## config.mk

```make
export PLATFORM = sky130hd
export DESIGN_NAME = sswd_top
export DESIGN_NICKNAME = d
export VERILOG_FILES = /design/src/sswd_pkg.sv /design/src/sswd_sync.sv /design/src/sswd_tick.sv /design/src/sswd_top.sv
export SDC_FILE = /design/constraint.sdc
export NUM_CORES = 1
export LEC_CHECK = 0
export ABC_AREA = 0
export BUFFER_PORTS_ARGS = -buffer_cell sky130_fd_sc_hd__buf_2
export CAP_MARGIN = 20
export CORE_MARGIN = 8
export CORE_UTILIZATION = 50
export CTS_BUF_LIST = sky130_fd_sc_hd__clkbuf_8 sky130_fd_sc_hd__clkbuf_16
export CTS_CLUSTER_DIAMETER = 40
export CTS_CLUSTER_SIZE = 40
export DETAILED_ROUTE_END_ITERATION = 7
export GPL_ROUTABILITY_DRIVEN = 0
export GPL_TIMING_DRIVEN = 0
export PLACE_DENSITY_LB_ADDON = 0.12
export REMOVE_ABC_BUFFERS = 1
export SLEW_MARGIN = 20
export SYNTH_ARGS = -nofsm -noshare
export SYNTH_HDL_FRONTEND = slang
export SYNTH_SLANG_ARGS = --single-unit
```

## constraint.sdc

```tcl
create_clock -name clock -period 3.4 [get_ports clock]
set_clock_uncertainty 0.1 [all_clocks]
set_input_delay 0.51 -clock clock [delete_from_list [all_inputs] [get_ports clock]]
set_output_delay 0.51 -clock clock [all_outputs]
set_load 0.005 [all_outputs]
```

## src/sswd_pkg.sv

```systemverilog
package sswd_pkg;

  // ****************************************
  // time base
  // ****************************************
  localparam int CLOCK_KHZ      = 20000;
  localparam int TICK_US        = 1000;
  localparam int TICK_CYCLES    = (TICK_US * CLOCK_KHZ) / 1000;
  localparam int CNT_W          = 11;

  // ****************************************
  // periods, in ticks of the time base
  // ****************************************
  localparam int RESET_MS       = 50;
  localparam int SHORT_MS       = 100;
  localparam int LONG_MS        = 1600;
  localparam int ADJ_MS         = 400;
  localparam logic [CNT_W-1:0] RESET_TICKS = CNT_W'(RESET_MS * 1000 / TICK_US);
  localparam logic [CNT_W-1:0] SHORT_TICKS = CNT_W'(SHORT_MS * 1000 / TICK_US);
  localparam logic [CNT_W-1:0] LONG_TICKS  = CNT_W'(LONG_MS * 1000 / TICK_US);
  localparam logic [CNT_W-1:0] ADJ_TICKS   = CNT_W'(ADJ_MS * 1000 / TICK_US);

  // ****************************************
  // timeout select codes
  // ****************************************
  localparam logic [1:0] TSEL_SHORT = 2'h0;
  localparam logic [1:0] TSEL_LONG  = 2'h1;

  // ****************************************
  // carriers
  // ****************************************
  typedef struct packed {
    logic       low_line_below;
    logic       main_below_backup;
    logic       power_fail_below;
    logic       wdi_high;
    logic       wdi_low;
    logic       chip_enable_in_n;
    logic [1:0] timeout_sel;
  } sswd_sense_s;

  localparam int SENSE_W = $bits(sswd_sense_s);

  typedef struct packed {
    logic reset_out_n;
    logic reset_out;
    logic low_line_n;
    logic power_fail_warning_n;
    logic chip_enable_out_n;
    logic backup_active;
    logic watchdog_timeout_flag_n;
  } sswd_out_s;

  localparam sswd_out_s OUT_RESET = '{
    reset_out_n:             1'b0,
    reset_out:               1'b1,
    low_line_n:              1'b1,
    power_fail_warning_n:    1'b1,
    chip_enable_out_n:       1'b1,
    backup_active:           1'b0,
    watchdog_timeout_flag_n: 1'b1
  };

  typedef enum logic [1:0] {ST_HOLD, ST_STRETCH, ST_RUN} sswd_state_e;
  typedef enum logic [1:0] {WL_MID, WL_HIGH, WL_LOW} sswd_wlvl_e;

endpackage

```

## src/sswd_sync.sv

```systemverilog
`timescale 1ns/10ps
module sswd_sync #(
  parameter int WIDTH = 8
) (
  // clock and reset
  input  wire logic             clock,
  input  wire logic             reset,
  // data
  input  wire logic [WIDTH-1:0] async_in,
  output logic      [WIDTH-1:0] sync_out
);

  logic [WIDTH-1:0] meta_reg;
  logic [WIDTH-1:0] meta_next;
  logic [WIDTH-1:0] sync_reg;
  logic [WIDTH-1:0] sync_next;

  genvar i;
  generate
    for (i = 0; i < WIDTH; i++)
    begin : g_bit
      always_comb
      begin
        meta_next[i] = async_in[i];
        sync_next[i] = meta_reg[i];
      end
    end
  endgenerate

  // two stages; only the second stage is read outside
  always_ff @(posedge clock)
  begin
    if (reset)
    begin
      meta_reg <= '0;
      sync_reg <= '0;
    end
    else
    begin
      meta_reg <= meta_next;
      sync_reg <= sync_next;
    end
  end

  assign sync_out = sync_reg;

endmodule

```

## src/sswd_tick.sv

```systemverilog
`timescale 1ns/10ps
module sswd_tick #(
  parameter int TICK_CYCLES = sswd_pkg::TICK_CYCLES
) (
  // clock and reset
  input  wire logic clock,
  input  wire logic reset,
  // time base
  output logic      tick
);

  localparam int CW = $clog2(TICK_CYCLES + 1);

  logic [CW-1:0] count_reg;
  logic [CW-1:0] count_next;
  logic          tick_reg;
  logic          tick_next;

  always_comb
  begin
    tick_next  = 1'b0;
    count_next = count_reg + CW'(1);
    if (count_reg == CW'(TICK_CYCLES - 1))
    begin
      count_next = '0;
      tick_next  = 1'b1;
    end
  end

  always_ff @(posedge clock)
  begin
    if (reset)
    begin
      count_reg <= '0;
      tick_reg  <= 1'b0;
    end
    else
    begin
      count_reg <= count_next;
      tick_reg  <= tick_next;
    end
  end

  assign tick = tick_reg;

endmodule

```

## src/sswd_top.sv

```systemverilog
`timescale 1ns/10ps
module sswd_top #(
  parameter int                             TICK_CYCLES = sswd_pkg::TICK_CYCLES,
  parameter logic [sswd_pkg::CNT_W-1:0]     RESET_TICKS = sswd_pkg::RESET_TICKS,
  parameter logic [sswd_pkg::CNT_W-1:0]     SHORT_TICKS = sswd_pkg::SHORT_TICKS,
  parameter logic [sswd_pkg::CNT_W-1:0]     LONG_TICKS  = sswd_pkg::LONG_TICKS,
  parameter logic [sswd_pkg::CNT_W-1:0]     ADJ_TICKS   = sswd_pkg::ADJ_TICKS
) (
  // clock and reset
  input  wire logic       clock,
  input  wire logic       reset,
  // digitised comparator results
  input  wire logic       low_line_sense,
  input  wire logic       main_below_backup,
  input  wire logic       power_fail_sense,
  // three-level watchdog input, already split into two detectors
  input  wire logic       watchdog_toggle_in_high,
  input  wire logic       watchdog_toggle_in_low,
  // timeout select strap
  input  wire logic [1:0] timeout_sel,
  // chip enable gating
  input  wire logic       chip_enable_in_n,
  output logic            chip_enable_out_n,
  // supervisor outputs
  output logic            reset_out_n,
  output logic            reset_out,
  output logic            low_line_n,
  output logic            power_fail_warning_n,
  output logic            backup_active,
  output logic            watchdog_timeout_flag_n
);

  localparam int CW = sswd_pkg::CNT_W;

  // ****************************************
  // input synchronisers and time base
  // ****************************************
  sswd_pkg::sswd_sense_s sense_raw;
  sswd_pkg::sswd_sense_s sense;
  logic                  tick;

  always_comb
  begin
    sense_raw.low_line_below    = low_line_sense;
    sense_raw.main_below_backup = main_below_backup;
    sense_raw.power_fail_below  = power_fail_sense;
    sense_raw.wdi_high          = watchdog_toggle_in_high;
    sense_raw.wdi_low           = watchdog_toggle_in_low;
    sense_raw.chip_enable_in_n  = chip_enable_in_n;
    sense_raw.timeout_sel       = timeout_sel;
  end

  // synchronising costs two clocks of latency; the price of clean sampling
  sswd_sync #(
    .WIDTH    (sswd_pkg::SENSE_W)
  ) u_sync (
    .clock    (clock),
    .reset    (reset),
    .async_in (sense_raw),
    .sync_out (sense)
  );

  sswd_tick #(
    .TICK_CYCLES (TICK_CYCLES)
  ) u_tick (
    .clock       (clock),
    .reset       (reset),
    .tick        (tick)
  );

  // ****************************************
  // watchdog input decode
  // ****************************************
  sswd_pkg::sswd_wlvl_e lvl;
  logic                 lvl_mid;
  logic                 supply_low;

  always_comb
  begin
    lvl = sswd_pkg::WL_MID;
    if (sense.wdi_high && !sense.wdi_low)
    begin
      lvl = sswd_pkg::WL_HIGH;
    end
    else if (sense.wdi_low && !sense.wdi_high)
    begin
      lvl = sswd_pkg::WL_LOW;
    end
    lvl_mid    = (lvl == sswd_pkg::WL_MID);
    supply_low = sense.low_line_below || sense.main_below_backup;
  end

  // ****************************************
  // state registers
  // ****************************************
  sswd_pkg::sswd_state_e state_reg;
  sswd_pkg::sswd_state_e state_next;
  sswd_pkg::sswd_wlvl_e  lvl_reg;
  sswd_pkg::sswd_wlvl_e  lvl_next;
  logic [CW-1:0]         rst_cnt_reg;
  logic [CW-1:0]         rst_cnt_next;
  logic [CW-1:0]         wd_cnt_reg;
  logic [CW-1:0]         wd_cnt_next;
  logic                  first_long_reg;
  logic                  first_long_next;
  logic                  flag_reg;
  logic                  flag_next;
  logic                  transition;
  logic                  expire;
  logic [CW-1:0]         limit;
  sswd_pkg::sswd_out_s   out_reg;
  sswd_pkg::sswd_out_s   out_next;

  // ****************************************
  // watchdog
  // ****************************************
  always_comb
  begin
    lvl_next   = lvl;
    transition = (lvl != lvl_reg);
    if (first_long_reg || sense.timeout_sel == sswd_pkg::TSEL_LONG)
    begin
      limit = LONG_TICKS;
    end
    else if (sense.timeout_sel == sswd_pkg::TSEL_SHORT)
    begin
      limit = SHORT_TICKS;
    end
    else
    begin
      limit = ADJ_TICKS;
    end
    // mid level holds the count at zero; a supply reset outranks expiry
    expire = (state_reg == sswd_pkg::ST_RUN) && !lvl_mid && !transition && tick
             && (wd_cnt_reg == limit - CW'(1)) && !supply_low;
    if (state_reg != sswd_pkg::ST_RUN || lvl_mid || transition)
    begin
      wd_cnt_next = '0;
    end
    else if (tick)
    begin
      wd_cnt_next = wd_cnt_reg + CW'(1);
    end
    else
    begin
      wd_cnt_next = wd_cnt_reg;
    end
    first_long_next = first_long_reg;
    if (state_reg != sswd_pkg::ST_RUN && state_next == sswd_pkg::ST_RUN)
    begin
      first_long_next = 1'b1;
    end
    else if (transition)
    begin
      first_long_next = 1'b0;
    end
    // expiry wins over any clearing cause in the same cycle
    flag_next = flag_reg;
    if (expire)
    begin
      flag_next = 1'b0;
    end
    else if (transition || sense.low_line_below)
    begin
      flag_next = 1'b1;
    end
  end

  // ****************************************
  // reset sequencer
  // ****************************************
  always_comb
  begin
    state_next = state_reg;
    unique case (state_reg)
      sswd_pkg::ST_HOLD:
      begin
        if (!supply_low)
        begin
          state_next = sswd_pkg::ST_STRETCH;
        end
      end
      sswd_pkg::ST_STRETCH:
      begin
        if (supply_low)
        begin
          state_next = sswd_pkg::ST_HOLD;
        end
        else if (tick && rst_cnt_reg == RESET_TICKS - CW'(1))
        begin
          state_next = sswd_pkg::ST_RUN;
        end
      end
      sswd_pkg::ST_RUN:
      begin
        if (supply_low)
        begin
          state_next = sswd_pkg::ST_HOLD;
        end
        else if (expire)
        begin
          state_next = sswd_pkg::ST_STRETCH;
        end
      end
    endcase
    rst_cnt_next = '0;
    if (state_reg == sswd_pkg::ST_STRETCH && state_next == sswd_pkg::ST_STRETCH)
    begin
      rst_cnt_next = rst_cnt_reg + (tick ? CW'(1) : CW'(0));
    end
  end

  // ****************************************
  // outputs
  // ****************************************
  always_comb
  begin
    out_next.reset_out_n             = (state_next == sswd_pkg::ST_RUN);
    out_next.reset_out               = (state_next != sswd_pkg::ST_RUN);
    out_next.low_line_n              = !sense.low_line_below;
    out_next.power_fail_warning_n    = !(sense.power_fail_below
                                         || sense.main_below_backup);
    out_next.chip_enable_out_n       = sense.low_line_below
                                       || sense.chip_enable_in_n;
    out_next.backup_active           = sense.main_below_backup;
    out_next.watchdog_timeout_flag_n = flag_next;
  end

  always_ff @(posedge clock)
  begin
    if (reset)
    begin
      state_reg      <= sswd_pkg::ST_HOLD;
      lvl_reg        <= sswd_pkg::WL_MID;
      rst_cnt_reg    <= '0;
      wd_cnt_reg     <= '0;
      first_long_reg <= 1'b1;
      flag_reg       <= 1'b1;
      out_reg        <= sswd_pkg::OUT_RESET;
    end
    else
    begin
      state_reg      <= state_next;
      lvl_reg        <= lvl_next;
      rst_cnt_reg    <= rst_cnt_next;
      wd_cnt_reg     <= wd_cnt_next;
      first_long_reg <= first_long_next;
      flag_reg       <= flag_next;
      out_reg        <= out_next;
    end
  end

  assign reset_out_n             = out_reg.reset_out_n;
  assign reset_out               = out_reg.reset_out;
  assign low_line_n              = out_reg.low_line_n;
  assign power_fail_warning_n    = out_reg.power_fail_warning_n;
  assign chip_enable_out_n       = out_reg.chip_enable_out_n;
  assign backup_active           = out_reg.backup_active;
  assign watchdog_timeout_flag_n = out_reg.watchdog_timeout_flag_n;

  // ****************************************
  // checks
  // ****************************************
  supply_reset_a: assert property (@(posedge clock) disable iff (reset)
    supply_low |=> !reset_out_n)
    else $error("reset not asserted under low supply");

  stretch_hold_a: assert property (@(posedge clock) disable iff (reset)
    $fell(supply_low) |=> !reset_out_n [*2])
    else $error("reset released without stretch");

  stretch_end_a: assert property (@(posedge clock) disable iff (reset)
    (state_reg == sswd_pkg::ST_STRETCH && !supply_low && tick
     && rst_cnt_reg == RESET_TICKS - CW'(1)) |=> reset_out_n)
    else $error("reset not released after stretch count");

  expire_pulse_a: assert property (@(posedge clock) disable iff (reset)
    expire |=> !reset_out_n && !watchdog_timeout_flag_n
               && state_reg == sswd_pkg::ST_STRETCH && rst_cnt_reg == '0)
    else $error("timeout did not start reset pulse");

  mid_disable_a: assert property (@(posedge clock) disable iff (reset)
    lvl_mid |-> !expire ##1 (wd_cnt_reg == '0))
    else $error("watchdog active while input floating");
  mid_quiet_a: assert property (@(posedge clock) disable iff (reset)
    (lvl_mid && !supply_low && reset_out_n && flag_reg)
    |=> reset_out_n && watchdog_timeout_flag_n)
    else $error("timeout output while input floating");
  toggle_restart_a: assert property (@(posedge clock) disable iff (reset)
    transition |=> wd_cnt_reg == '0)
    else $error("transition did not restart count");
  pf_warn_a: assert property (@(posedge clock) disable iff (reset)
    (sense.power_fail_below || sense.main_below_backup) |=> !power_fail_warning_n)
    else $error("power fail warning not asserted");
  pf_clear_a: assert property (@(posedge clock) disable iff (reset)
    (!sense.power_fail_below && !sense.main_below_backup) |=> power_fail_warning_n)
    else $error("power fail warning stuck low");
  ce_gate_a: assert property (@(posedge clock) disable iff (reset)
    sense.low_line_below |=> chip_enable_out_n)
    else $error("chip enable passed during low line");
  low_line_a: assert property (@(posedge clock) disable iff (reset)
    !sense.low_line_below |=> low_line_n)
    else $error("low line output delayed");
  backup_follow_a: assert property (@(posedge clock) disable iff (reset)
    backup_active == $past(sense.main_below_backup))
    else $error("backup indication wrong");
  reset_pair_a: assert property (@(posedge clock) disable iff (reset)
    reset_out == !reset_out_n)
    else $error("reset outputs not complementary");
  first_long_a: assert property (@(posedge clock) disable iff (reset)
    (state_reg != sswd_pkg::ST_RUN && state_next == sswd_pkg::ST_RUN)
    |=> first_long_reg && wd_cnt_reg == '0)
    else $error("first interval not long after reset");

  flag_return_a: assert property (@(posedge clock) disable iff (reset)
    (!flag_reg && transition) |=> watchdog_timeout_flag_n)
    else $error("timeout flag not cleared by transition");

endmodule

```

# Yosys cells after proc, flatten, opt, wreduce, memory -nomap -nowiden
# Index checks and enable logic that the tools add are counted.
[totals]
latchBits = 0
ramBits = 0
ff_bits = 66
elab_cells = 78
mem_bits_ro = 0
input_bits = 10
memories = 0
[op_classes]
muxes = 14
addsub = 4
n_reduce_logical = 32
div_mod_pow = 0
bitwise = 1
n_lt_le_gt_ge = 0
mul = 0
eq_ne = 11
shift = 0
[ops]
columns = ["op", "n"]
rows = [
  ["adder 15 x 1 -> 15 bit (second input constant)", 1],
  ["== test 15 bit (second input constant)", 1],
  ["two-way mux 2 bit", 7],
  ["adder 11 x 1 -> 11 bit", 1],
  ["adder 11 x 1 -> 11 bit (second input constant)", 1],
  ["== test 11 bit", 1],
  ["== test 11 x 6 -> 1 bit (second input constant)", 1],
  ["two-way mux 11 bit", 1],
  ["subtractor 11 x 1 -> 11 bit (second input constant)", 1],
  ["logical AND 1 bit", 10],
  ["two-way mux 9 bit", 1],
  ["OR reduction 2 bit", 4],
  ["zero test 1 bit", 7],
  ["logical OR 1 bit", 7],
  ["== test 2 x 1 -> 1 bit (second input constant)", 3],
  ["zero test 2 bit", 3],
  ["one-hot mux 2 bit (3 select lines)", 1],
  ["== test 2 bit (second input constant)", 2],
  ["two-way mux 1 bit", 4],
  ["!= test 2 bit (second input constant)", 2],
  ["!= test 2 bit", 1],
  ["nonzero test 2 bit", 1],
  ["inverter 1 bit", 1],
]

# Logic depth before layout (Yosys ltp)
[depth]
depth_word = 18
depth_mapped = 9
mapped_depth_nobuf = 8

# Modules after synthesis
# Synthesis repeated with hierarchy kept, for this count alone.
[unflattened]
cells_unflattened = 283
hier_area_um2 = 2886.5
[by_module_without_submodules]
columns = ["module", "cells_each", "area_each_um2", "seq_area_each_um2", "n_inst"]
rows = [
  ["sswd_top", 174, 1701.6, 680.7, 1],
  ["sswd_tick", 76, 720.7, 320.3, 1],
  ["sswd_sync", 33, 464.2, 320.3, 1],
]

# Least setup slack after synthesis
# No wires, ideal clock.
[synth_path]
kind = "register to register"
startpoint = "register first_long_reg"
endpoint = "register rst_cnt_reg[9]"
required_ns = 3.224
path_slack_ns = 0.947
setup_time_ns = 0.076
n_path_buf = 1
period_less_slack_ns = 2.453
stages_incl_launch_ff = 10
arrival_ns = 2.278
cell_sequence = "dfxtp_1 nor3_1 inv_1 ha_1 xnor2_1 or3_1 a2111o_1 o311a_4 buf_6 nor3_4"
[synth_via]
elab_chain_cells = 13
[synth_rtl]
columns = ["item", "line_no", "source"]
rows = [
  ["from (decl)", "sswd_top.sv:104", "logic first_long_reg;"],
  ["from (signal assigned)", "sswd_top.sv:247", "first_long_reg <= first_long_next;"],
  ["logical OR 1 bit", "sswd_top.sv:121", "if (first_long_reg || sense.timeout_sel == sswd_pkg::TSEL_LONG)"],
  ["two-way mux 11 bit", "sswd_top.sv:121", ""],
  ["subtractor 11 x 1 -> 11 bit", "sswd_top.sv:135", "&& (wd_cnt_reg == limit - CW'(1)) && !supply_low;"],
  ["== test 11 bit", "sswd_top.sv:135", ""],
  ["logical AND 1 bit (2 in a row)", "sswd_top.sv:135", ""],
  ["two-way mux 2 bit", "sswd_top.sv:200", "else if (expire)"],
  ["two-way mux 2 bit", "sswd_top.sv:196", "if (supply_low)"],
  ["one-hot mux 2 bit (3 select lines)", "sswd_top.sv:175", "unique case (state_reg)"],
  ["== test 2 x 1 -> 1 bit", "sswd_top.sv:207", "if (state_reg == sswd_pkg::ST_STRETCH && state_next == sswd_pkg::ST_STRETCH)"],
  ["logical AND 1 bit", "sswd_top.sv:207", ""],
  ["inverter 1 bit (no source line)", "n/a", ""],
  ["OR reduction 2 bit (no source line)", "n/a", ""],
  ["to (signal assigned)", "sswd_top.sv:245", "rst_cnt_reg <= rst_cnt_next;"],
  ["to (decl)", "sswd_top.sv:100", "logic [CW-1:0] rst_cnt_reg;"],
]
# No other way between the ends.
# A chain may end at the register's enable or synchronous reset.

# Worst setup path after layout
[layout_path]
startpoint = "register first_long_reg"
endpoint = "register rst_cnt_reg[7]"
# Same word-level chain as after synthesis.

==> impl_metrics.toml <==
[status]
outcome = "finished, final reports clean"

[final_layout]
layoutNonFillerInstCount = 385
fin_nets = 327
drive_gt1_share_pct = 10.9
area_growth_pct = 12.7
fill_cells = 503
final_util_pct = 57.1
largest_reg_flops = 15
antenna_cells = 0

[power]
irDropWorstVdd_uv = 286
p_per_area_nw_per_um2 = 515
leakage_uw = 0.00118
power_uw = 1590

[clock_network]
cts-root-buf = "clkbuf_8"
cts-resized-gates = 0
cts_max_level = 3
worstSkewPairLatency_ns = 0.34
cts_sinks = 66
clk_pin_slew_ns = 0.07
cts_buffer_depth = 2
post-cts-setup-buffer-count = 0
cts_buffers = 9
cts_tree = "yes"
holdBufCountCts = 0

[global_routing]
grt_pass1_wl_um = 8050
grt_overflow_total = 0
grt_max_degree = 33
grt_pass1_vias = 1874
antenna_found_initial = 0
grt_usage_pct = 11.9

[sta]
fin_crit_sh_pct = 75.3
clock.fmax_ghz = 0.390
setup_viol = 0
hold_viol_final = 0
tns_ns = 0
worstMarginPinSlew_ns = 0.848
relSlewSlack_pct = 43.5
period_minus_slack_ns = 2.56
fin_ws_ns = 0.838
rsz0062_at_grt = "false"
slew_violations = 0

[setup_path]
critPathMaxFanout = 14
start_kind = "register"
critPathKind = "reg -> reg"
cp.arrival_ns = 2.72
required_ns = 3.56
critPathCaptureType = "register"

[drt]
viasPerCell = 5.06
drc_errors = 0
wirelength_um = 4560
firstDrtPassIters = 4
antenna_left = 0
wire_per_inst_um = 11.8
vias = 1950
drt_iter0_markers = 80

[place]
io_buffers = 16
pre_cts_ws_ns = 0.814
hpwl_um = 3050
dp.cells = 369

[yosys]
yosys.area.top_type = "dfxtp_1"
syn-cell-area_um2 = 2740
yosysUniqueCellTypes = 45
ys_warn_count = 0
ys_seq_elements = 66
syn_inst = 290
synth_area_per_cell_um2 = 9.44
synth_edf_count = 0
synth_common_cells = "dfxtp_1, nor2_1, xor2_1"
ys.flop_type = "dfxtp_1"
synthTopCellsByArea = "dfxtp_1, xor2_1, nor2_1"
synth_most_common_cell = "dfxtp_1"
synthArstFlopShare_pct = 0
synth_seq_area_share_pct = 48.3
synth_top_cell_area_share_pct = 48.3

[job]
maxCapViolCount = 0

[min_path]
hp-class = "in -> reg"

[die]
ios = 17
die_width_um = 90.0
initial_core_util_pct = 50.6
rows = 27
fp.dieArea_um2 = 8100
die_h_um = 90.0
core_area_um2 = 5410
-- path summary, 6_finish.rpt --
check | startpoint | endpoint | slack, ns | cells past startpoint
hold reg to reg | u_sync.sync_out[2]$_SDFF_PP0_ | chip_enable_out_n$_SDFF_PP1_ | 0.31 | 1
setup reg to reg | first_long_reg$_SDFFE_PP1P_ | rst_cnt_reg[7]$_SDFF_PP0_ | 0.84 | 8
hold / removal | watchdog_toggle_in_low | u_sync.meta_reg[3]$_SDFF_PP0_ | 0.28 | 2
setup / recovery | first_long_reg$_SDFFE_PP1P_ | rst_cnt_reg[7]$_SDFF_PP0_ | 0.84 | 8
-- placed cells by master, fill, tap and decap left out, types with 2 or more instances in the layout --
master and instances:
o21a_1 2, nor2_1 43, and4_1 3, a31oi_1 2
nor2b_1 20, bufinv_16 2, nand4_1 11, o21ai_0 2
clkinv_2 2, o211ai_1 2, xor2_1 23, and3_1 4
clkbuf_8 10, ha_1 9, inv_1 10, or3_1 3
nand4b_1 3, dfxtp_1 66, nand3_1 18, nor3_1 8
buf_2 16, nand2_1 13, and2_1 2, xnor2_1 13
nand2b_1 5
-- per-stage QoR --
stage               area (µm²)  hold WS (ns)
CTS                       3080         0.266
floorplan                 2700         0.284
detailed placement        2870         0.301
finish                    3080         0.279
global placement          2870         0.293
global route              3080         0.274
-- metal layers --
| layer | track usage (%) | vias up | share of wire (%) |
|---|---|---|---|
| met5 | 0 | - | 0 |
| li1 | - | 1018 | - |
| met1 | 14.9 | 897 | 51 |
| met2 | 17.9 | 24 | 44 |
| met3 | 2.99 | 11 | 2.5 |
| met4 | 7.91 | 0 | 2.6 |
-- where the power goes --
group / internal (µW) / total (µW) / switching, µW
sequential: 790 / 799 / 8.64
combinational: 31.5 / 74.1 / 42.6
clock: 427 / 717 / 289
total: 1250 / 1590 / 340
-- cell families (layout without fill, tap and decap cells) --
logic type               Yosys count  in the layout  share of synthesized area [%]
AND/OR/NAND/NOR                  141            141                           27.1
flip-flops                        66             66                           48.3
XOR/XNOR                          36             36                           11.5
AO/OA/AOI/OAI                     19             19                           5.80
buffers and inverters             18             41                           2.79
adder cells (fa/ha/maj)            9              9                           4.11
multiplexers                       1              1                          0.366
-- cell type report --
| cell class | instances | area [µm²] | share of cell area [%] |
|---|---|---|---|
| clock buffer | 10 | 138 | 4.46 |
| clock inverter | 6 | 81.3 | 2.64 |
| inverter | 9 | 33.8 | 1.10 |
| multi-input combinational | 206 | 1340 | 43.4 |
| sequential | 66 | 1320 | 42.8 |
| tap | 72 | 90.1 | 2.92 |
| timing repair buffer | 16 | 80.1 | 2.60 |
-- critical path, stage by stage, from the launching register on --
cell	delay, ns
dfxtp_1	0.33
nor3_1	0.28
inv_1	0.08
ha_1	0.31
xnor2_1	0.12
or3_1	0.31
a2111o_1	0.35
o311a_4	0.42
nor3_1	0.18
(Power assumes the default switching activity.)
